**src/irq_params.svh**
```systemverilog
// constants of the vectored interrupt level controller
`ifndef IRQ_PARAMS_SVH
`define IRQ_PARAMS_SVH
`define IRQ_SOURCES   24
`define LVL_W         3
`define VEC_W         5
`define ADDR_W        8
`define OFF_VBL       8'h00
`define OFF_VBH       8'h04
`define OFF_LVL0      8'h10
`define OFF_LVL_LAST  8'h3C
`define OFF_PROTECT_KEY      8'h40
`define OFF_STAT      8'h44
`define OFF_MASK      8'h48
`define OFF_CORE      8'h4C
`define LVL_BASE_IDX  4'h4
`define VBL_RST       8'h80
`define VBH_RST       8'h00
`define PROTECT_KEY_RST      16'h0000
`define PROTECT_KEY_KEY      16'h0096
`define LVL_RST       3'h0
`define LVL_LO_LSB    0
`define LVL_HI_LSB    8
`define EV_W          2
`define EV_ACCEPT     0
`define EV_PROTVIOL   1
`define RESP_OKAY     2'b00
`define RESP_SLVERR   2'b10
`endif

```
**src/irq_pkg.sv**
```systemverilog
// types shared by the interrupt controller modules
`include "irq_params.svh"
package irq_pkg;
  typedef logic [`LVL_W-1:0] level_t;
  typedef logic [`VEC_W-1:0] vector_t;
  typedef struct packed
  {
    level_t il;
    logic   ie;
  } status_s;
  typedef enum logic [2:0]
  {
    S_IDLE    = 3'b000,
    S_WAIT    = 3'b001,
    S_PUSH_SR = 3'b010,
    S_PUSH_PC = 3'b011,
    S_MASK    = 3'b100,
    S_VECTOR  = 3'b101
  } entry_state_e;
endpackage : irq_pkg

```
**src/arb_if.sv**
```systemverilog
// request/level bundle between register file and level arbiter
`include "irq_params.svh"
interface arb_if;
  import irq_pkg::*;
  logic [`IRQ_SOURCES-1:0] req;
  level_t                  level [`IRQ_SOURCES];
  logic                    valid;
  vector_t                 vec;
  level_t                  lvl;
  modport src (output req, output level, input valid, input vec, input lvl);
  modport arb (input req, input level, output valid, output vec, output lvl);
endinterface : arb_if

```
**src/level_arbiter.sv**
```systemverilog
// picks the highest-level pending source, lowest vector on a tie
`include "irq_params.svh"
module level_arbiter
  import irq_pkg::*;
(
  arb_if.arb bus
);
  always_comb
  begin
    bus.valid = 1'b0;
    bus.vec   = '0;
    bus.lvl   = '0;
    // scan downward with >= so an equal level at a lower vector wins
    for (int i = `IRQ_SOURCES - 1; i >= 0; i--)
    begin
      if (bus.req[i] && bus.level[i] != `LVL_RST
          && bus.level[i] >= bus.lvl)
      begin
        bus.valid = 1'b1;
        bus.vec   = vector_t'(i);
        bus.lvl   = bus.level[i];
      end
    end
  end
endmodule : level_arbiter

```
**src/vectored_irq_level_control.sv**
```systemverilog
// interrupt level registers, arbitration and core interrupt entry
// Functional notes
// core samples requests each cycle, enters after instruction
// entry first pushes status word and counter
// entry clears global enable flag to zero
// entry loads accepted level; non-maskable keeps level
// last step loads vector into program counter
// nested request needs level above serviced level
// return restores status word and resumes after
// wake from halt runs one instruction first
// low base holds bits 15-8, reset 0x80
// high base holds bits 23-16, upper zero
// pair register: fields at 2-0 and 10-8
// field value is level, 7 highest, reset 0
// twelve pairs give 24 fields in vector order
// level zero requests are never accepted
// highest level wins, ties to lowest vector
// accept only if enabled and above current level
// software unlocks with key before base changes
// reserved bits ignore writes, read as zero
// locked base writes are ignored
//
// The AXI4-Lite interface to the registers and the placing of the registers are this design's own decisions.
`include "irq_params.svh"
module vectored_irq_level_control
  import irq_pkg::*;
#(
  parameter vector_t NMI_VECTOR = 5'h00
)
(
  input  wire logic                    clk,
  input  wire logic                    rst,
  input  wire logic [`ADDR_W-1:0]      awaddr,
  input  wire logic                    awvalid,
  output wire logic                    awready,
  input  wire logic [31:0]             wdata,
  input  wire logic [3:0]              wstrb,
  input  wire logic                    wvalid,
  output wire logic                    wready,
  output      logic [1:0]              bresp,
  output      logic                    bvalid,
  input  wire logic                    bready,
  input  wire logic [`ADDR_W-1:0]      araddr,
  input  wire logic                    arvalid,
  output wire logic                    arready,
  output      logic [31:0]             rdata,
  output      logic [1:0]              rresp,
  output      logic                    rvalid,
  input  wire logic                    rready,
  output wire logic                    irq,
  input  wire logic [`IRQ_SOURCES-1:0] srcReq,
  input  wire logic                    nmiReq,
  input  wire logic                    instrDone,
  input  wire logic                    haltActive,
  input  wire logic                    eiExec,
  input  wire logic                    diExec,
  input  wire logic                    retiDone,
  input  wire irq_pkg::status_s        poppedStatus,
  output wire logic                    wakeUp,
  output wire logic                    irqAccept,
  output wire logic                    pushStatusWord,
  output wire logic                    pushPc,
  output wire logic                    loadPc,
  output      logic [23:0]             vectorAddr,
  output wire irq_pkg::status_s        statusOut
);
  import irq_pkg::*;

  arb_if arbBus ();
  logic [`ADDR_W-1:0]    awAddrReg;
  logic                  awHeldReg;
  logic [15:0]           wDataReg;
  logic [1:0]            wStrbReg;
  logic                  wHeldReg;
  logic [7:0]            vblReg;
  logic [7:0]            vbhReg;
  logic [15:0]           protReg;
  logic [`EV_W-1:0]      statReg;
  logic [`EV_W-1:0]      statNext;
  logic [`EV_W-1:0]      maskReg;
  level_t                lvlReg [`IRQ_SOURCES];
  entry_state_e          stateReg;
  entry_state_e          stateNext;
  logic                  ieReg;
  level_t                ilReg;
  level_t                accLvlReg;
  logic                  accNmiReg;

  // write channel: address and data may arrive in either order
  wire wrFire = awHeldReg && wHeldReg && !bvalid;
  assign awready = !awHeldReg;
  assign wready  = !wHeldReg;
  always_ff @(posedge clk)
  begin
    if (rst)
      awHeldReg <= 1'b0;
    else if (awvalid && awready)
      awHeldReg <= 1'b1;
    else if (wrFire)
      awHeldReg <= 1'b0;
  end
  always_ff @(posedge clk)
  begin
    if (rst)
      wHeldReg <= 1'b0;
    else if (wvalid && wready)
      wHeldReg <= 1'b1;
    else if (wrFire)
      wHeldReg <= 1'b0;
  end
  always_ff @(posedge clk)
  begin
    if (awvalid && awready)
      awAddrReg <= awaddr;
    if (wvalid && wready)
    begin
      wDataReg <= wdata[15:0];
      wStrbReg <= wstrb[1:0];
    end
  end

  // write decode
  wire       wrVbl   = awAddrReg == `OFF_VBL;
  wire       wrVbh   = awAddrReg == `OFF_VBH;
  wire       wrProt  = awAddrReg == `OFF_PROTECT_KEY;
  wire       wrStat  = awAddrReg == `OFF_STAT;
  wire       wrMask  = awAddrReg == `OFF_MASK;
  wire       wrCore  = awAddrReg == `OFF_CORE;
  wire       wrLvl   = awAddrReg >= `OFF_LVL0 && awAddrReg <= `OFF_LVL_LAST
                       && awAddrReg[1:0] == 2'b00;
  wire [3:0] wrPair  = 4'(awAddrReg[5:2] - `LVL_BASE_IDX);
  wire       wrHit   = wrVbl || wrVbh || wrProt || wrStat || wrMask
                       || wrCore || wrLvl;
  wire       protOpen = protReg == `PROTECT_KEY_KEY;
  wire       baseWr  = wrFire && (wrVbl || wrVbh);
  wire       protViol = baseWr && !protOpen;

  always_ff @(posedge clk)
  begin
    if (rst)
    begin
      bvalid <= 1'b0;
      bresp  <= `RESP_OKAY;
    end
    else if (wrFire)
    begin
      bvalid <= 1'b1;
      bresp  <= wrHit ? `RESP_OKAY : `RESP_SLVERR;
    end
    else if (bready)
      bvalid <= 1'b0;
  end

  // base registers only move while the protect key is in place
  always_ff @(posedge clk)
  begin
    if (rst)
    begin
      vblReg <= `VBL_RST;
      vbhReg <= `VBH_RST;
    end
    else if (baseWr && protOpen)
    begin
      if (wrVbl && wStrbReg[1])
        vblReg <= wDataReg[15:8];
      if (wrVbh && wStrbReg[0])
        vbhReg <= wDataReg[7:0];
    end
  end

  always_ff @(posedge clk)
  begin
    if (rst)
      protReg <= `PROTECT_KEY_RST;
    else if (wrFire && wrProt)
    begin
      if (wStrbReg[0])
        protReg[7:0] <= wDataReg[7:0];
      if (wStrbReg[1])
        protReg[15:8] <= wDataReg[15:8];
    end
  end

  // one 3-bit field per source; pair g/2, lane g%2
  for (genvar g = 0; g < `IRQ_SOURCES; g++)
  begin : gLevel
    localparam int LSB = (g % 2 == 1) ? `LVL_HI_LSB : `LVL_LO_LSB;
    always_ff @(posedge clk)
    begin
      if (rst)
        lvlReg[g] <= `LVL_RST;
      else if (wrFire && wrLvl && wrPair == 4'(g / 2) && wStrbReg[g % 2])
        lvlReg[g] <= wDataReg[LSB +: `LVL_W];
    end
    assign arbBus.level[g] = lvlReg[g];
  end
  assign arbBus.req = srcReq;

  level_arbiter uArb
  (
    .bus (arbBus.arb)
  );

  // sticky event bits, set wins over a write-one clear
  wire [`EV_W-1:0] events = {protViol, irqAccept};
  wire [`EV_W-1:0] w1c = (wrFire && wrStat && wStrbReg[0])
                         ? wDataReg[`EV_W-1:0] : '0;
  assign statNext = (statReg & ~w1c) | events;
  assign irq = |(statReg & maskReg);

  always_ff @(posedge clk)
  begin
    if (rst)
    begin
      statReg <= '0;
      maskReg <= '0;
    end
    else
    begin
      statReg <= statNext;
      if (wrFire && wrMask && wStrbReg[0])
        maskReg <= wDataReg[`EV_W-1:0];
    end
  end

  // read channel
  wire [3:0]  rdPair = 4'(araddr[5:2] - `LVL_BASE_IDX);
  wire        rdLvl  = araddr >= `OFF_LVL0 && araddr <= `OFF_LVL_LAST
                       && araddr[1:0] == 2'b00;
  wire [15:0] rdLvlWord = {5'h00, lvlReg[{rdPair, 1'b1}],
                           5'h00, lvlReg[{rdPair, 1'b0}]};
  wire [15:0] rdCore = {9'h000, stateReg, ilReg, ieReg};
  wire        rdHit  = araddr == `OFF_VBL || araddr == `OFF_VBH
                       || araddr == `OFF_PROTECT_KEY || araddr == `OFF_STAT
                       || araddr == `OFF_MASK || araddr == `OFF_CORE || rdLvl;
  wire [15:0] rdWord =
    araddr == `OFF_VBL  ? {vblReg, 8'h00} :
    araddr == `OFF_VBH  ? {8'h00, vbhReg} :
    araddr == `OFF_PROTECT_KEY ? {15'h0000, protOpen} :
    araddr == `OFF_STAT ? {14'h0000, statReg} :
    araddr == `OFF_MASK ? {14'h0000, maskReg} :
    araddr == `OFF_CORE ? rdCore :
    rdLvl               ? rdLvlWord : 16'h0000;
  assign arready = !rvalid;

  always_ff @(posedge clk)
  begin
    if (rst)
    begin
      rvalid <= 1'b0;
      rdata  <= 32'h0000_0000;
      rresp  <= `RESP_OKAY;
    end
    else if (arvalid && arready)
    begin
      rvalid <= 1'b1;
      rdata  <= {16'h0000, rdWord};
      rresp  <= rdHit ? `RESP_OKAY : `RESP_SLVERR;
    end
    else if (rready)
      rvalid <= 1'b0;
  end

  // core interrupt entry
  wire maskableOk = arbBus.valid && ieReg && arbBus.lvl > ilReg;
  wire eligible   = nmiReq || maskableOk;
  assign irqAccept = stateReg == S_IDLE && eligible;
  assign wakeUp    = irqAccept && haltActive;
  assign pushStatusWord = stateReg == S_PUSH_SR;
  assign pushPc    = stateReg == S_PUSH_PC;
  assign loadPc    = stateReg == S_VECTOR;
  assign statusOut = '{il: ilReg, ie: ieReg};
  always_comb
  begin
    stateNext = stateReg;
    unique case (stateReg)
      S_IDLE    : if (irqAccept) stateNext = S_WAIT;
      // halt wake also lands here, so one instruction runs first
      S_WAIT    : if (instrDone) stateNext = S_PUSH_SR;
      S_PUSH_SR : stateNext = S_PUSH_PC;
      S_PUSH_PC : stateNext = S_MASK;
      S_MASK    : stateNext = S_VECTOR;
      S_VECTOR  : stateNext = S_IDLE;
      default   : stateNext = S_IDLE;
    endcase
  end
  always_ff @(posedge clk)
  begin
    if (rst)
      stateReg <= S_IDLE;
    else
      stateReg <= stateNext;
  end
  always_ff @(posedge clk)
  begin
    if (rst)
    begin
      accLvlReg  <= '0;
      accNmiReg  <= 1'b0;
      vectorAddr <= 24'h00_0000;
    end
    else if (irqAccept)
    begin
      accLvlReg  <= arbBus.lvl;
      accNmiReg  <= nmiReq;
      // table is 256-byte aligned so the offset is spliced in
      vectorAddr <= {vbhReg, vblReg, 1'b0,
                     nmiReq ? NMI_VECTOR : arbBus.vec, 2'b00};
    end
  end
  always_ff @(posedge clk)
  begin
    if (rst)
    begin
      ieReg <= 1'b0;
      ilReg <= '0;
    end
    else if (stateReg == S_MASK)
    begin
      ieReg <= 1'b0;
      if (!accNmiReg)
        ilReg <= accLvlReg;
    end
    else if (stateReg == S_IDLE && retiDone)
    begin
      ieReg <= poppedStatus.ie;
      ilReg <= poppedStatus.il;
    end
    else if (stateReg == S_IDLE && eiExec)
      ieReg <= 1'b1;
    else if (stateReg == S_IDLE && diExec)
      ieReg <= 1'b0;
  end
endmodule : vectored_irq_level_control
```
**config.mk**
```make
export PLATFORM = sky130hd
export DESIGN_NAME = vectored_irq_level_control
export DESIGN_NICKNAME = d
export VERILOG_FILES = /design/src/irq_pkg.sv /design/src/arb_if.sv /design/src/level_arbiter.sv /design/src/vectored_irq_level_control.sv
export VERILOG_INCLUDE_DIRS = /design/src /design/src/src
export SDC_FILE = /design/constraint.sdc
export NUM_CORES = 1
export LEC_CHECK = 0
export ABC_AREA = 1
export BUFFER_PORTS_ARGS = -buffer_cell sky130_fd_sc_hd__buf_2
export CORE_ASPECT_RATIO = 0.75
export CORE_MARGIN = 2
export CORE_UTILIZATION = 58
export DETAILED_ROUTE_END_ITERATION = 6
export PLACE_DENSITY_LB_ADDON = 0.1
export RECOVER_POWER = 100
export REMOVE_ABC_BUFFERS = 1
export SLEW_MARGIN = 5
export SYNTH_ARGS = -nofsm -noshare
export SYNTH_HDL_FRONTEND = slang
export SYNTH_HIERARCHICAL = 1
export SYNTH_SLANG_ARGS = --single-unit
```
**constraint.sdc**
```tcl
create_clock -name clk -period 35.7 [get_ports clk]
set_input_delay 5.355 -clock clk [delete_from_list [all_inputs] [get_ports clk]]
set_output_delay 5.355 -clock clk [all_outputs]
set_load 0.03 [all_outputs]
```
==> out/summary.md <==
TritonCTS built the clock tree. The shortest period the worst path allows came out at 33.62 ns. The flow ran to the end, but the final reports show violations.

The total area inside the core boundary comes to 19500 µm². The number of clock buffers added by TritonCTS is 17. Setup slack closes at 2.08 ns. The worst pin sits at a relative slew slack of -141%.

Internal power comes to 0.000394 W. For this run, the detailed router's first-pass iteration total came to 5. The logs give 0 for the remaining antenna violation count and 28.6% for the overall routing resource usage.

For the worst endpoint required time, the log shows 30.34 ns. The wire length per cell after detailed routing is 16.3 µm. The die covers 21300 µm². The number of pins exceeding their max-slew limit in the final report is 136, and the number of maximum-capacitance constraint violations is 2. Counting flops with a built-in enable in the synthesized netlist gives 98. Power spent charging and discharging nets: 0.000206 W.

Global routing consumed, on the met2 layer, 43.8% of the routing resources. The I/O pin count was 168. For the number of hold-slack violations in the final timing report, the log shows 0. The effective utilization at floorplan is 59.8%, and the maximum clock frequency is 29.7 MHz.

The later pin in the worst-skew pair is clocked with a latency of 0.44 ns. In this run the worst hold path is classified as reg2reg. Row generation in the floorplan step produced 44 rows.

The die is 168 µm wide. The run gives 40.6% as the sequential cell area fraction in the yosys report. After synthesis, the share of flip-flops with an asynchronous set or reset is 0%. Using the TritonRoute via totals, the vias-per-cell ratio works out to 5.64. The HPWL after detailed placement is 22600 µm. Prior to clock tree synthesis, the placed netlist has a worst setup slack of 0.209 ns. Summing all non-filler instances in the final layout gives an area of 13200 µm².

The share of layout cells above drive strength 1 was 18.2%. Broken down by cell family, the worst path's largest delay share belongs to simple AND/OR/NAND/NOR gates. The post-placement cell area is 12300 µm², and the total length of routed wires is 30900 µm. Between clock sinks in the finished design, the worst skew comes to 0.0140 ns.

The reported leakage power is 5.93 nW, and the net count of the finished layout is 1758. The flip-flop and latch count after synthesis is 188, and the share of the core filled with cells is 67.5%. The sort of element at the end of the critical path is a primary output.

Each instance of the synthesized netlist takes up on average 7.75 µm². The tools report the DRC violation count after routing as 0. After global routing the overflow that remains totals 0. The synthesis-to-layout area growth is 12.9%, and the number of hold-repair buffers added at the cts stage is 0.

The share of power burned in combinational logic was 25.3%. Critical path's slowest cell: sky130_fd_sc_hd__ha_1. The final critical path takes up 94.2% of the cycle. The die outline height is 127 µm, and the global routing usage on met3 is 6.30%. The final sum of negative setup slack was 0 ns. After global routing, the most crowded layer is met2. The count of final setup violators was 0; the number of port buffers was 128.

Counting stages on the worst path, the most repeated cell is sky130_fd_sc_hd__inv_1. The first routing iteration left 1258 violations. The worst setup path is of the in2out kind. The switching fraction of total power is 34.3%, and the pin count of the biggest net entering global routing is 89. The first global-routing pass estimated 48200 µm of wire. The worst-case IR drop observed on VDD is 0.0000251 V. After technology mapping, the gate count stands at 1508. The run gives 9622 as the via count of the first global-routing pass.

Of all nets on the critical path, the largest fanout is 7. Routability-driven placement finished with a final weighted congestion of 0.938. The number of buffers and inverters on the critical path is 38. The CTS root buffer was sky130_fd_sc_hd__clkbuf_16. For the distinct cell type count of the synthesized netlist, the log shows 56. Critical path launch point type: an input pin. The tools report the overall via count from detail_route as 10700. Registers are responsible for 41.8% of the overall power.

The count of inserted antenna diode cells is 0. The tools report the power share of the clock group as 32.9%. The final reports fail on capacitance limit, slew limit.

The power density over the cells is 45.5 nW/µm², and the largest buffer count on any clock path is 2. In this run the number of H-tree levels came out at 4. The number of clock sinks was 188; the warning count from the yosys run was 6. The met1 track demand over resource in global routing is 40.9%, and the initial antenna violation count is 0. The cell area after technology mapping was 11700 µm².

Clock-pin slew was measured on the worst setup and hold paths at 0.07 ns. For this run, the leading register cell type out of synthesis is sky130_fd_sc_hd__edfxtp_1. The slew at the pin closest to its max-slew limit was 3.61 ns. On the worst path, the slowest cell contributes a delay of 0.35 ns. At the worst endpoint, the arrival time is 28.27 ns.
==> cells in the final DEF, fill, tap and decap left out, drive strengths merged, types with 2 or more instances in the layout <==
cell type  Yosys  routed
nor3          19      19
nand3b         4       4
buf           43      99
ha            33      33
a211oi        30      30
clkbuf        28      75
dfxtp         90      90
edfxtp        98      98
inv          220     226
or2           14      14
o21bai         4       4
o21a           7       7
and2           3       3
conb           1      21
nand2        304     305
a21boi         2       2
o22ai         16      16
clkinv         4      10
o211ai         4       4
a21oi        108     108
nor2         189     189
o21ai         98      98
nand3        123     123
a31oi          3       3
o31ai          5       5
nand4         47      47
nor4           5       5
==> power by group through the flow <==
stage	clock network [W]	registers [W]	logic (W)
2_1_floorplan	0	0.000264	0.0000916
3_3_place_gp	0	0.000255	0.000137
3_5_place_dp	0	0.000255	0.000140
4_1_cts	0.000198	0.000251	0.000141
5_1_grt	0.000206	0.000253	0.000169
6_report	0.000197	0.000251	0.000152
==> worst register-to-register path: cells and delay by family (launching register included) <==
family	cells	cell delay, ns
flip-flops	1	0.42
AND/OR/NAND/NOR	89	8.22
adder cells (fa/ha/maj)	24	6.68
AO/OA/AOI/OAI	57	6.09
buffers and inverters	38	2.42
==> cell families after synthesis <==
family,Yosys count,share of synthesized area (%)
AOI/OAI and AO/OA,282,14.5
DFF,188,40.6
buffers and inverters,295,10.8
other,1,0.0321
and+or+nand+nor,709,30.6
adders and majority gates,33,3.53
==> worst paths after layout <==
kind	cells past startpoint	slack [ns]	endpoint	start
max	205	2.08	irqAccept	srcReq[23]
min	2	0.46	vectorAddr[5]$_SDFFE_PP0P_	vectorAddr[5]$_SDFFE_PP0P_
max reg2reg	208	11.79	vectorAddr[11]$_SDFFE_PP0P_	lvlReg[11][3]$_SDFFCE_PN0P_
min reg2reg	2	0.46	vectorAddr[5]$_SDFFE_PP0P_	vectorAddr[5]$_SDFFE_PP0P_
==> synth_stat cells, types with 4 or more instances <==
| master | count | share of area (%) |
|---|---|---|
| sky130_fd_sc_hd__nand3_1 | 91 | 3.9 |
| sky130_fd_sc_hd__nand2_1 | 247 | 7.9 |
| sky130_fd_sc_hd__a21oi_1 | 101 | 4.3 |
| sky130_fd_sc_hd__nand2_4 | 14 | 1.3 |
| sky130_fd_sc_hd__o31ai_1 | 5 | 0.32 |
| sky130_fd_sc_hd__nor3_1 | 12 | 0.51 |
| sky130_fd_sc_hd__a211oi_1 | 21 | 1.3 |
| sky130_fd_sc_hd__o21bai_1 | 4 | 0.26 |
| sky130_fd_sc_hd__ha_1 | 33 | 3.5 |
| sky130_fd_sc_hd__edfxtp_1 | 98 | 25 |
| sky130_fd_sc_hd__inv_2 | 8 | 0.26 |
| sky130_fd_sc_hd__nor3_2 | 4 | 0.34 |
| sky130_fd_sc_hd__nor4_1 | 5 | 0.27 |
| sky130_fd_sc_hd__inv_1 | 212 | 6.8 |
| sky130_fd_sc_hd__dfxtp_1 | 90 | 15 |
| sky130_fd_sc_hd__o211ai_1 | 4 | 0.26 |
| sky130_fd_sc_hd__buf_2 | 10 | 0.43 |
| sky130_fd_sc_hd__nand3_4 | 9 | 1.3 |
| sky130_fd_sc_hd__nand3_2 | 23 | 2.0 |
| sky130_fd_sc_hd__o22ai_1 | 16 | 0.86 |
| sky130_fd_sc_hd__nor2_1 | 183 | 5.9 |
| sky130_fd_sc_hd__a21oi_2 | 5 | 0.37 |
| sky130_fd_sc_hd__o21ai_0 | 92 | 3.9 |
| sky130_fd_sc_hd__o21ai_2 | 4 | 0.30 |
| sky130_fd_sc_hd__or2_2 | 11 | 0.59 |
| sky130_fd_sc_hd__nand4_1 | 46 | 2.5 |
| sky130_fd_sc_hd__clkbuf_1 | 28 | 0.90 |
| sky130_fd_sc_hd__o21a_1 | 7 | 0.45 |
| sky130_fd_sc_hd__nand3b_1 | 4 | 0.26 |
| sky130_fd_sc_hd__nand2_2 | 43 | 2.3 |
| sky130_fd_sc_hd__a211oi_2 | 9 | 0.96 |
| sky130_fd_sc_hd__buf_4 | 27 | 1.7 |
==> sequential cells by signal, summed over array words and instances, names as in the netlist, 3 cells and up <==
register and flops:
wDataReg 16, stateReg 3, protReg 16, vblReg 8, rdata 16, lvlReg 72
awAddrReg 8, accLvlReg 3, vectorAddr 21, vbhReg 8, ilReg 3
==> routing by layer <==
| layer | wire, µm | vias up |
|---|---|---|
| met3 | 2970 | 62 |
| met2 | 13500 | 487 |
| met1 | 13700 | 4902 |
| li1 | - | 5254 |
| met5 | 0 | - |
| met4 | 711 | 0 |
==> cell type report <==
type	instances	area, µm²
clock buffers	19	454
clock inverters	13	173
fillers	1684	6350
inverters	224	846
multi-input cells	1046	5890
flip-flops and latches	188	4740
well taps	253	317
repair buffers	155	773
==> stage by stage <==
stage	hold slack [ns]	total power (W)	std cells
4_1_cts	0.463	0.000589	1874
3_3_place_gp	0.447	0.000392	1842
6_report	0.464	0.000600	1898
3_5_place_dp	0.453	0.000396	1842
2_1_floorplan	0.432	0.000355	1457
5_1_grt	0.481	0.000628	1898
==> what timing repair did <==
item | CTS | global route
gates resized for setup | 0 | 60
endpoints found under the setup margin | 0 | 2
setup buffers | 0 | 23
hold endpoints to repair | 0 | 0
Power figures use the tool's default switching activity.
